[config.mk]
export PLATFORM = sky130hd
export DESIGN_NAME = conv_control
export DESIGN_NICKNAME = d
export VERILOG_FILES = /design/src/logic/conv_prescaler.v /design/src/logic/conv_control.v
export VERILOG_INCLUDE_DIRS = /design/src /design/src/logic
export SDC_FILE = /design/constraint.sdc
export NUM_CORES = 1
export LEC_CHECK = 0
export ABC_AREA = 1
export BUFFER_PORTS_ARGS = -buffer_cell sky130_fd_sc_hd__buf_2
export CAP_MARGIN = 20
export CELL_PAD_IN_SITES_DETAIL_PLACEMENT = 0
export CELL_PAD_IN_SITES_GLOBAL_PLACEMENT = 2
export CORE_ASPECT_RATIO = 0.7
export CORE_MARGIN = 2
export CORE_UTILIZATION = 30
export DETAILED_ROUTE_END_ITERATION = 12
export PLACE_DENSITY_LB_ADDON = 0.12
export RECOVER_POWER = 25
export SYNTH_ARGS = -nofsm -noshare
export SYNTH_HDL_FRONTEND = slang
export SYNTH_SLANG_ARGS = --single-unit
[constraint.sdc]
create_clock -name hclk -period 1.75 [get_ports hclk]
set_input_delay 0.35 -clock hclk [delete_from_list [all_inputs] [get_ports hclk]]
set_output_delay 0.35 -clock hclk [all_outputs]
set_load 0.005 [all_outputs]
[src/logic/conv_consts.vh]
`ifndef CONV_CONSTS_VH
`define CONV_CONSTS_VH
// printed offsets are byte offsets; not all multiples of four, so each is an index
`define IDX_RESULT_LOW 8'h78
`define IDX_RESULT_HIGH 8'h79
`define IDX_CONTROL_A 8'h7a
`define IDX_CONTROL_B 8'h7b
`define IDX_CHANNEL_REF 8'h7c
// byte address is four times the index
`define ADDR_RESULT_LOW 10'h1e0
`define ADDR_RESULT_HIGH 10'h1e4
`define ADDR_CONTROL_A 10'h1e8
`define ADDR_CONTROL_B 10'h1ec
`define ADDR_CHANNEL_REF 10'h1f0
`define RESET_BYTE 8'h00
// field positions
`define CA_ENABLE 7
`define CA_START 6
`define CA_AUTO 5
`define CA_DONE 4
`define CA_IRQ_EN 3
`define CR_LEFT_ADJ 5
// conversion lengths in converter clocks
`define CONV_FIRST_CYCLES 5'd25
`define CONV_NORMAL_CYCLES 5'd13
`define RESULT_MAX 10'h3ff
`endif

[src/logic/conv_prescaler.v]
`timescale 1ns/1ns
// divides hclk into converter clock ticks; one-cycle pulse per converter clock
module conv_prescaler (
  // clock and reset
  input wire hclk,
  input wire hresetn,
  // control
  input wire run,
  input wire [2:0] clock_prescale_select,
  // tick out
  output reg tick
);
  reg [6:0] count;
  reg [6:0] limit;

  // codes 0 and 1 both divide by two
  always @* begin
    case (clock_prescale_select)
      3'h0, 3'h1: limit = 7'h01;
      3'h2: limit = 7'h03;
      3'h3: limit = 7'h07;
      3'h4: limit = 7'h0f;
      3'h5: limit = 7'h1f;
      3'h6: limit = 7'h3f;
      default: limit = 7'h7f;
    endcase
  end

  // held in reset while idle so each conversion starts on a clean phase
  always @(posedge hclk or negedge hresetn) begin
    if (!hresetn) begin
      count <= 7'h00;
      tick <= 1'b0;
    end else if (!run) begin
      count <= 7'h00;
      tick <= 1'b0;
    end else if (count >= limit) begin
      count <= 7'h00;
      tick <= 1'b1;
    end else begin
      count <= count + 7'h01;
      tick <= 1'b0;
    end
  end
endmodule

[src/logic/conv_control.v]
`timescale 1ns/1ns
`include "conv_consts.vh"
module conv_control (
  // ahb-lite slave
  input wire hclk,
  input wire hresetn,
  input wire hsel,
  input wire [31:0] haddr,
  input wire [1:0] htrans,
  input wire hwrite,
  input wire [2:0] hsize,
  input wire [31:0] hwdata,
  input wire hready,
  output wire hreadyout,
  output wire hresp,
  output reg [31:0] hrdata,
  // cpu interrupt side
  input wire global_irq_enable_holder,
  input wire irq_vector_ack,
  output wire conversion_irq,
  // peripheral trigger flags, index = source code, 0 unused
  input wire [7:1] trigger_flags,
  // converter core
  output reg [1:0] reference_select,
  output reg [3:0] channel_select,
  output wire converter_on,
  output reg core_sample,
  output wire core_init_phase,
  input wire [9:0] core_result,
  // comparator mux enable bit out to comparator
  output wire comparator_mux_enable
);
  localparam ST_IDLE = 3'b001;
  localparam ST_CONV = 3'b010;
  localparam ST_DONE = 3'b100;

  reg [7:0] conv_control_a_reg;
  reg [7:0] conv_control_b_reg;
  reg [7:0] channel_ref_select_reg;
  reg [9:0] conversion_result_bits;
  reg result_locked;
  reg [2:0] state;
  reg [4:0] clk_count;
  reg [4:0] conv_len;
  reg initialized;
  reg [7:1] flag_meta;
  reg [7:1] flag_sync;
  reg trig_level_q;
  reg free_run_restart;
  reg wr_pending;
  reg [9:0] wr_addr;
  reg [9:0] rd_addr;
  reg rd_pending;
  reg [7:0] low_byte;
  reg [7:0] high_byte;
  reg trig_level;
  wire tick;
  wire addr_phase;
  wire converter_enable;
  wire auto_trigger_enable;
  wire conversion_done_flag;
  wire conversion_done_irq_enable;
  wire left_adjust_result;
  wire [2:0] trigger_source_select;
  wire start_write;
  wire done_clear_write;
  wire trigger_edge;
  wire conv_finish;
  wire start_request;

  assign addr_phase = hsel & hready & htrans[1];
  assign hreadyout = 1'b1;
  assign hresp = 1'b0;
  assign converter_enable = conv_control_a_reg[`CA_ENABLE];
  assign auto_trigger_enable = conv_control_a_reg[`CA_AUTO];
  assign conversion_done_flag = conv_control_a_reg[`CA_DONE];
  assign conversion_done_irq_enable = conv_control_a_reg[`CA_IRQ_EN];
  assign left_adjust_result = channel_ref_select_reg[`CR_LEFT_ADJ];
  assign trigger_source_select = conv_control_b_reg[2:0];
  assign comparator_mux_enable = conv_control_b_reg[6];
  assign converter_on = converter_enable;
  assign core_init_phase = (state == ST_CONV) & ~initialized;

  // interrupt request needs both local and global enables
  assign conversion_irq = conversion_done_flag & conversion_done_irq_enable & global_irq_enable_holder;

  // write strobes decoded in the data phase
  assign start_write = wr_pending & (wr_addr == `ADDR_CONTROL_A) & hwdata[`CA_START];
  assign done_clear_write = wr_pending & (wr_addr == `ADDR_CONTROL_A) & hwdata[`CA_DONE];
  assign conv_finish = (state == ST_CONV) & tick & (clk_count == conv_len - 5'd1);

  // registered address phase so data phase can use hwdata
  always @(posedge hclk or negedge hresetn) begin
    if (!hresetn) begin
      wr_pending <= 1'b0;
      rd_pending <= 1'b0;
      wr_addr <= 10'h000;
      rd_addr <= 10'h000;
    end else begin
      wr_pending <= addr_phase & hwrite;
      rd_pending <= addr_phase & ~hwrite;
      wr_addr <= haddr[9:0];
      rd_addr <= haddr[9:0];
    end
  end

  // trigger flags come from elsewhere; two stages before use
  always @(posedge hclk or negedge hresetn) begin
    if (!hresetn) begin
      flag_meta <= 7'h00;
      flag_sync <= 7'h00;
    end else begin
      flag_meta <= trigger_flags;
      flag_sync <= flag_meta;
    end
  end

  // selected trigger level; code 0 is the done flag itself, never an edge source here
  always @* begin
    if (trigger_source_select == 3'h0) begin
      trig_level = 1'b0;
    end else begin
      trig_level = flag_sync[trigger_source_select];
    end
  end

  // edge compares against last selected level, so a source switch can fire
  always @(posedge hclk or negedge hresetn) begin
    if (!hresetn) begin
      trig_level_q <= 1'b0;
    end else begin
      trig_level_q <= trig_level;
    end
  end

  assign trigger_edge = auto_trigger_enable & converter_enable & trig_level & ~trig_level_q;

  // free run: code zero with auto trigger restarts after each completion
  always @(posedge hclk or negedge hresetn) begin
    if (!hresetn) begin
      free_run_restart <= 1'b0;
    end else begin
      free_run_restart <= conv_finish & auto_trigger_enable & (trigger_source_select == 3'h0);
    end
  end

  assign start_request = (start_write | trigger_edge | free_run_restart) &
                         (converter_enable | (wr_pending & (wr_addr == `ADDR_CONTROL_A) & hwdata[`CA_ENABLE]));

  // conversion sequencer
  always @(posedge hclk or negedge hresetn) begin
    if (!hresetn) begin
      state <= ST_IDLE;
      clk_count <= 5'd0;
      conv_len <= `CONV_NORMAL_CYCLES;
      initialized <= 1'b0;
      core_sample <= 1'b0;
    end else begin
      core_sample <= 1'b0;
      if (!converter_enable && !(state == ST_IDLE && start_request)) begin
        state <= ST_IDLE;
        clk_count <= 5'd0;
        initialized <= 1'b0;
      end else begin
        case (state)
          ST_IDLE: begin
            if (start_request) begin
              state <= ST_CONV;
              clk_count <= 5'd0;
              conv_len <= initialized ? `CONV_NORMAL_CYCLES : `CONV_FIRST_CYCLES;
            end
          end
          ST_CONV: begin
            if (tick) begin
              if (clk_count == conv_len - 5'd1) begin
                state <= ST_DONE;
                initialized <= 1'b1;
                core_sample <= 1'b1;
              end else begin
                clk_count <= clk_count + 5'd1;
              end
            end
          end
          // a restart or trigger landing here must not be dropped
          ST_DONE: begin
            if (start_request) begin
              state <= ST_CONV;
              clk_count <= 5'd0;
              conv_len <= `CONV_NORMAL_CYCLES;
            end else begin
              state <= ST_IDLE;
            end
          end
          default: begin
            state <= ST_IDLE;
          end
        endcase
      end
    end
  end

  conv_prescaler u_prescaler (
    .hclk(hclk),
    .hresetn(hresetn),
    .run(state == ST_CONV),
    .clock_prescale_select(conv_control_a_reg[2:0]),
    .tick(tick)
  );

  // core delivers a 0..0x3ff code; result captured unless the low byte has been read and the high byte not yet
  always @(posedge hclk or negedge hresetn) begin
    if (!hresetn) begin
      conversion_result_bits <= 10'h000;
    end else if (core_sample && !result_locked) begin
      conversion_result_bits <= core_result & `RESULT_MAX;
    end
  end

  // lock set by low read, released by high read
  always @(posedge hclk or negedge hresetn) begin
    if (!hresetn) begin
      result_locked <= 1'b0;
    end else if (rd_pending && rd_addr == `ADDR_RESULT_LOW) begin
      result_locked <= 1'b1;
    end else if (rd_pending && rd_addr == `ADDR_RESULT_HIGH) begin
      result_locked <= 1'b0;
    end
  end

  // mux/reference outputs change only in the idle or done state, so a running conversion keeps its inputs
  always @(posedge hclk or negedge hresetn) begin
    if (!hresetn) begin
      reference_select <= 2'b00;
      channel_select <= 4'h0;
    end else if ((state == ST_IDLE && !start_request) || state == ST_DONE) begin
      reference_select <= channel_ref_select_reg[7:6];
      channel_select <= channel_ref_select_reg[3:0];
    end
  end

  // software registers; bus write wins except done flag where set beats clear, and start bit which mirrors busy
  always @(posedge hclk or negedge hresetn) begin
    if (!hresetn) begin
      conv_control_a_reg <= `RESET_BYTE;
      conv_control_b_reg <= `RESET_BYTE;
      channel_ref_select_reg <= `RESET_BYTE;
    end else begin
      if (wr_pending && wr_addr == `ADDR_CHANNEL_REF) begin
        channel_ref_select_reg <= {hwdata[7:5], 1'b0, hwdata[3:0]};
      end
      if (wr_pending && wr_addr == `ADDR_CONTROL_B) begin
        conv_control_b_reg <= {1'b0, hwdata[6], 3'b000, hwdata[2:0]};
      end
      if (wr_pending && wr_addr == `ADDR_CONTROL_A) begin
        conv_control_a_reg[7] <= hwdata[7];
        conv_control_a_reg[5] <= hwdata[5];
        conv_control_a_reg[3:0] <= hwdata[3:0];
      end
      // done flag: set on update beats any clear
      if (core_sample) begin
        conv_control_a_reg[`CA_DONE] <= 1'b1;
      end else if (done_clear_write || irq_vector_ack) begin
        conv_control_a_reg[`CA_DONE] <= 1'b0;
      end
      // start bit mirrors busy; a zero write leaves it alone
      conv_control_a_reg[`CA_START] <= (state == ST_CONV) | start_request;
    end
  end

  // justification applied at read time so it follows the bit at once
  always @* begin
    if (left_adjust_result) begin
      high_byte = conversion_result_bits[9:2];
      low_byte = {conversion_result_bits[1:0], 6'h00};
    end else begin
      high_byte = {6'h00, conversion_result_bits[9:8]};
      low_byte = conversion_result_bits[7:0];
    end
  end

  // read data registered in the address phase, valid in the data phase
  always @(posedge hclk or negedge hresetn) begin
    if (!hresetn) begin
      hrdata <= 32'h00000000;
    end else if (addr_phase && !hwrite) begin
      if (haddr[9:0] == `ADDR_RESULT_LOW) begin
        hrdata <= {24'h000000, low_byte};
      end else if (haddr[9:0] == `ADDR_RESULT_HIGH) begin
        hrdata <= {24'h000000, high_byte};
      end else if (haddr[9:0] == `ADDR_CONTROL_A) begin
        hrdata <= {24'h000000, conv_control_a_reg};
      end else if (haddr[9:0] == `ADDR_CONTROL_B) begin
        hrdata <= {24'h000000, conv_control_b_reg};
      end else if (haddr[9:0] == `ADDR_CHANNEL_REF) begin
        hrdata <= {24'h000000, channel_ref_select_reg};
      end else begin
        hrdata <= 32'h00000000;
      end
    end
  end
endmodule

### Word level (Yosys, flattened, before mapping)

Cells that the tools add are included.

| storage, ports and cells | value |
|---|---|
| register bits after elaboration | 119 |
| bits of input ports | 93 |
| output and inout bits | 45 |
| logic and storage cells | 157 |

| cells by class | value |
|---|---|
| add/subtract/negate cells | 3 |
| $lt $le $gt $ge | 2 |
| eq/ne operators | 27 |
| mux-type cells | 42 |
| bitwise operators | 27 |
| reductions and logical operators | 32 |

Operator list:

| kind | count |
|---|---|
| $eq A10 B9 Y1 const B | 10 |
| $mux W8 | 7 |
| $pmux W7 S6 | 1 |
| $mux W5 | 7 |
| $pmux W5 S2 | 2 |
| $and A1 B1 Y1 | 19 |
| $mux W1 | 16 |
| $mux W7 | 2 |
| $eq A3 B3 Y1 const B | 4 |
| $mux W3 | 4 |
| $ne A3 B3 Y1 const B | 4 |
| $reduce_bool A2 Y1 | 6 |
| $logic_and A1 B1 Y1 | 10 |
| $eq A3 B2 Y1 const B | 3 |
| $pmux W3 S3 | 1 |
| $reduce_and A4 Y1 | 2 |
| $add A7 B1 Y7 const B | 1 |
| $ge A7 B7 Y1 | 1 |
| $eq A3 B1 Y1 const B | 2 |
| $logic_not A3 Y1 | 2 |
| $reduce_and A3 Y1 | 2 |
| $add A5 B1 Y5 const B | 1 |
| $eq A5 B5 Y1 | 1 |
| $logic_not A1 Y1 | 5 |
| 11 further kinds | 20 |

### Logic depth before layout (Yosys ltp)

| depth | value |
|---|---|
| depth after elaboration | 13 |
| mapped depth | 12 |
| depth with buffers taken out | 12 |

### Cells and area by module

From an unflattened synthesis, not the netlist that was laid out.

| unflattened totals | value |
|---|---|
| cell total of the unflattened synthesis | 527 |
| area, all modules | 4543.1 um^2 |

Modules (own cells, without submodules):

| module | times used | cells an instance | area each (um^2) | seq. area each (um^2) |
|---|---|---|---|---|
| conv_control | 1 | 450 | 3982.6 | 2104.5 |
| conv_prescaler | 1 | 77 | 560.5 | 200.2 |

### Least setup slack after synthesis

OpenSTA, ideal clock, no wires.

| timing path | value |
|---|---|
| path type | register -> register |
| start point | register conv_control_a_reg[1] |
| end point | register u_prescaler.count[0] |
| arrival time | 1.423 ns |
| slack | 0.253 ns |
| cell stages (with the launch flop) | 10 |
| path buffers | 0 |
| path through | dfrtp_1 inv_1 nand2_1 nand2_1 ha_1 a21oi_1 o21ai_0 a21oi_1 nand2_1 nor2_1 |

| on the way | value |
|---|---|
| cells in the longest elaborated chain, start to end | 6 |

RTL lines:

| item | RTL line | source |
|---|---|---|
| from (decl) | conv_control.v:37 | `reg [7:0] conv_control_a_reg;` |
| from (signal assigned) | conv_control.v:244 | `` conv_control_a_reg <= `RESET_BYTE; `` |
| from (signal assigned) | conv_control.v:257 | `conv_control_a_reg[3:0] <= hwdata[3:0];` |
| from (signal, indexed assignment) | conv_control.v:266 | `` conv_control_a_reg[`CA_START] <= (state == ST_CONV) \| start_request; `` |
| $eq A3 B1 Y1 or $logic_not A3 Y1 (tied branches) | conv_prescaler.v:18 | `case (clock_prescale_select)` |
| $reduce_or A2 Y1 | conv_prescaler.v:18 |  |
| $pmux W7 S6 (*) | conv_prescaler.v:18 |  |
| $ge A7 B7 Y1 (*) | conv_prescaler.v:37 | `end else if (count >= limit) begin` |
| $mux W7 (*) | conv_prescaler.v:37 |  |
| $mux W7 (*) | conv_prescaler.v:34 | `end else if (!run) begin` |
| to (signal assigned) | conv_prescaler.v:41 | `count <= count + 7'h01;` |
| to (decl) | conv_prescaler.v:13 | `reg [6:0] count;` |

Mark *: on every way between the ends. The rest lies on a longest branch, timed or not.
A chain may end at the register's enable or synchronous reset.

### Final worst setup path

| timing path | value |
|---|---|
| start point | register conv_control_a_reg[7] |
| end point | output port converter_on |

RTL lines:

| item | RTL line | source |
|---|---|---|
| from (signal assigned) | conv_control.v:244 |  |
| from (signal assigned) | conv_control.v:255 | `conv_control_a_reg[7] <= hwdata[7];` |
| from (signal, indexed assignment) | conv_control.v:266 |  |
| to (decl) | conv_control.v:26 | `output wire converter_on,` |

No word-level cell between the ends.

==> flow_summary.json <==
{
  "status": "finished, final reports clean",
  "layout_min_cycle_time_ns": 1.65,
  "r2r_setup_slack_ns": 0.11,
  "timing.fmax_mhz": 606,
  "timing.rr.start": "rd_addr[1]$_DFF_PN0_",
  "grt_max_degree": 30,
  "die_w_um": 151,
  "layout.area.seq_um2": 2310,
  "rows": 37,
  "syn_inst": 525,
  "largestRegisters": "conversion_result_bits x10, rd_addr x10",
  "start_util": 0.309,
  "vias": 3628,
  "crit_fanout": 8,
  "wl_met1_um": 5940,
  "grt_pass1_wl_um": 19100,
  "port_buffers": 61,
  "crit_buf_inv": 2,
  "drtAntennaViolNets": 0,
  "via_per_inst": 4.42,
  "place_inst": 800,
  "hpwlAfterDp_um": 9230,
  "hold_path_startpoint": "trigger_flags[3]",
  "cp_data_arrival_time_ns": 1.30,
  "slowest_delay_ns": 0.57,
  "fill_cells": 1558,
  "routed_wl_um": 11900,
  "cts_tree": "built",
  "crit_type": "reg2out",
  "ys_warn_count": 0,
  "layout-drive-gt1-share": 0.246,
  "clock_sinks": 92,
  "drcViolationCount": 0,
  "relSlewSlack": 0.531,
  "synth_cell_types": 41,
  "power.density_nw_per_um2": 1030,
  "place.gp.congestion": 0.814,
  "period_share": 0.942,
  "required_ns": 1.40,
  "yosysSeqAreaShare": 0.505,
  "diodes": 0,
  "worstSkewPairLatency_ns": 0.34,
  "vdd_ir_drop_max_v": 0.000376,
  "multi_input_area_um2": 1950,
  "final_max_slew_viol_count": 0,
  "cts_buffers": 9,
  "antenna_found_initial": 0,
  "fin_worst_hold_slack_ns": 0.109,
  "h-tree-depth": 3,
  "wl_met2_um": 5240,
  "finClkSkew_ns": 0.00898,
  "grt_pass1_vias": 3562,
  "hold_class": "in2reg",
  "p_leak_nw": 2.86,
  "min_to": "flag_meta[3]$_DFF_PN0_",
  "met3_length_um": 543,
  "p_total_mw": 5.79,
  "die_h_um": 107,
  "cp.depth": 2,
  "r2r_cells": 6,
  "synth.avg_cell_area_um2": 8.70,
  "area_delta_synth_final_pct": 23.6,
  "dr.pass1.iters": 4,
  "core_um2": 14800,
  "clk_pin_slew_ns": 0.06,
  "synth.ff_latch_count": 92,
  "setup_violations": 0,
  "timing.rr.end": "channel_ref_select_reg[1]$_DFFE_PN0P_",
  "overflow": 0,
  "cap_violations": 0,
  "first_iter_violations": 140,
  "fin_nets": 723,
  "hold_viol": 0,
  "wl_per_cell_um": 14.5,
  "tightest_slew_ns": 0.704,
  "cpMaxStageDelayCell": "dfrtp_1",
  "dieArea_um2": 16200,
  "critPathCaptureType": "primary output",
  "syn_area_um2": 4570,
  "worstHoldPathCells": 1,
  "clock_path_buffers": 2,
  "root_buffer": "clkbuf_16",
  "worst_setup_path_start_kind": "flip-flop",
  "crit_chain": "buf_4 -> buf_2",
  "grt_util_all_layers": 0.157,
  "cp_top_family": "flip-flops",
  "fin_tns_setup_ns": 0,
  "top_layer_used": "met4",
  "finalNonFillerCells": 820,
  "io_pins": 138
}
-- cell usage after synthesis --
| library cell | instances | area [um^2] |
|---|---|---|
| o211ai_1 | 3 | 22.5 |
| a21oi_4 | 1 | 16.3 |
| clkbuf_1 | 5 | 18.8 |
| clkinv_16 | 1 | 30.0 |
| xor2_1 | 7 | 61.3 |
| nor3_2 | 1 | 10.0 |
| nand2_8 | 1 | 20.0 |
| nand3_1 | 43 | 215 |
| a21oi_1 | 21 | 105 |
| o31ai_1 | 1 | 7.51 |
| o2111ai_1 | 2 | 17.5 |
| dfrtp_1 | 90 | 2250 |
| a21boi_0 | 1 | 7.51 |
| nor3_4 | 2 | 32.5 |
| conb_1 | 2 | 7.51 |
| buf_2 | 1 | 5.00 |
| buf_4 | 27 | 203 |
| inv_1 | 63 | 236 |
| o21ai_0 | 29 | 145 |
| or2_2 | 1 | 6.26 |
| mux2_2 | 3 | 33.8 |
| clkinv_1 | 1 | 3.75 |
| nand2_1 | 106 | 398 |
| dfstp_2 | 2 | 52.6 |
| inv_4 | 1 | 6.26 |
| nor2_2 | 6 | 37.5 |
| o22a_1 | 1 | 8.76 |
| or2_1 | 1 | 6.26 |
| nand2_2 | 5 | 31.3 |
| nor3_1 | 6 | 30.0 |
| o22ai_1 | 1 | 6.26 |
| xnor2_1 | 1 | 8.76 |
| a22oi_1 | 1 | 7.51 |
| nand3b_1 | 1 | 7.51 |
| nand2_4 | 5 | 56.3 |
| nand4_1 | 18 | 113 |
| nor4_1 | 3 | 18.8 |
| ha_1 | 9 | 113 |
| nor2_1 | 47 | 176 |
| inv_2 | 3 | 11.3 |
| nand3_2 | 2 | 20.0 |
-- cell type report --
class	count	area share
flip-flops and latches	92	0.409
multi-input cells	356	0.346
repair buffers	93	0.0984
inverters	69	0.0510
well taps	195	0.0432
clock buffers	11	0.0430
clock inverters	4	0.00887
-- where the power goes --
| part | leakage, nW | internal [mW] | switching (mW) |
|---|---|---|---|
| sequential | 1.08 | 2.37 | 0.168 |
| combinational | 1.64 | 0.485 | 0.805 |
| clock | 0.138 | 1.14 | 0.822 |
-- metal layers --
layer  vias up  GRT usage
met5         -          0
met4         0     0.0374
met3        11     0.0362
met2        78      0.233
met1      1694      0.232
li1       1845          -
-- stage by stage --
step	setup WS, ns	area, um^2	utilization
after floorplan	0.253	4660	-
after global routing	-0.0127	5640	0.382
after global placement	-0.0350	5220	0.354
after CTS	0.0476	5530	0.375
final	0.101	5640	0.382
after detailed placement	-0.0379	5220	0.354
-- worst max path at each step --
stage / startpoint / to / slack (ns)
after detailed placement: conv_control_a_reg[1]$_DFFE_PN0N_ / u_prescaler.count[2]$_DFF_PN0_ / -0.04
after CTS: rd_addr[4]$_DFF_PN0_ / clk_count[3]$_DFFE_PN0P_ / 0.05
final: conv_control_a_reg[7]$_DFFE_PN0N_ / converter_on / 0.10
after global routing: conv_control_a_reg[1]$_DFFE_PN0N_ / u_prescaler.count[6]$_DFF_PN0_ / -0.01
after global placement: haddr[0] / hrdata[2]$_DFFE_PN0P_ / -0.04
after floorplan: conv_control_a_reg[1]$_DFFE_PN0N_ / u_prescaler.count[0]$_DFF_PN0_ / 0.25
-- logic make-up (layout without fill, tap and decap cells) --
group           Yosys count  in the layout  share of synthesized area
xor+xnor                  8              8                     0.0153
flops                    92             92                      0.505
compound gates           61             61                     0.0754
simple gates            248            249                      0.258
buf+inv                 102            177                      0.113
fa+ha+maj                 9              9                     0.0247
mux                       3              3                    0.00740
other cells               2             26                    0.00164
-- placed cells by master (no fill, tap or decap), types with 3 or more instances in the layout --
cell / Yosys / layout
nand2_2: 5 / 8
ha_1: 9 / 8
conb_1: 2 / 26
o211ai_1: 3 / 3
clkbuf_1: 5 / 11
inv_1: 63 / 62
nand2_4: 5 / 7
buf_4: 27 / 27
nor2_2: 6 / 9
buf_2: 1 / 52
mux2_2: 3 / 3
nor2_1: 47 / 42
nand3_2: 2 / 3
a21oi_2: 0 / 4
dfrtp_1: 90 / 87
nand4_1: 18 / 18
inv_2: 3 / 4
a21oi_1: 21 / 16
dfrtp_2: 0 / 3
nor3_1: 6 / 6
o21ai_0: 29 / 28
nand3_1: 43 / 42
clkbuf_16: 0 / 9
nand2_1: 106 / 101
xor2_1: 7 / 7
-- what timing repair did --
action                                  CTS  global route
endpoints found under the hold margin    24             0
setup buffers                             0             4
pin swaps                                 0            10
gates cloned                              0             1
gates resized for setup                   2            27
hold buffers                              1             0
endpoints found under the setup margin    7            31
Note: power is estimated with default switching activity, not from simulation.
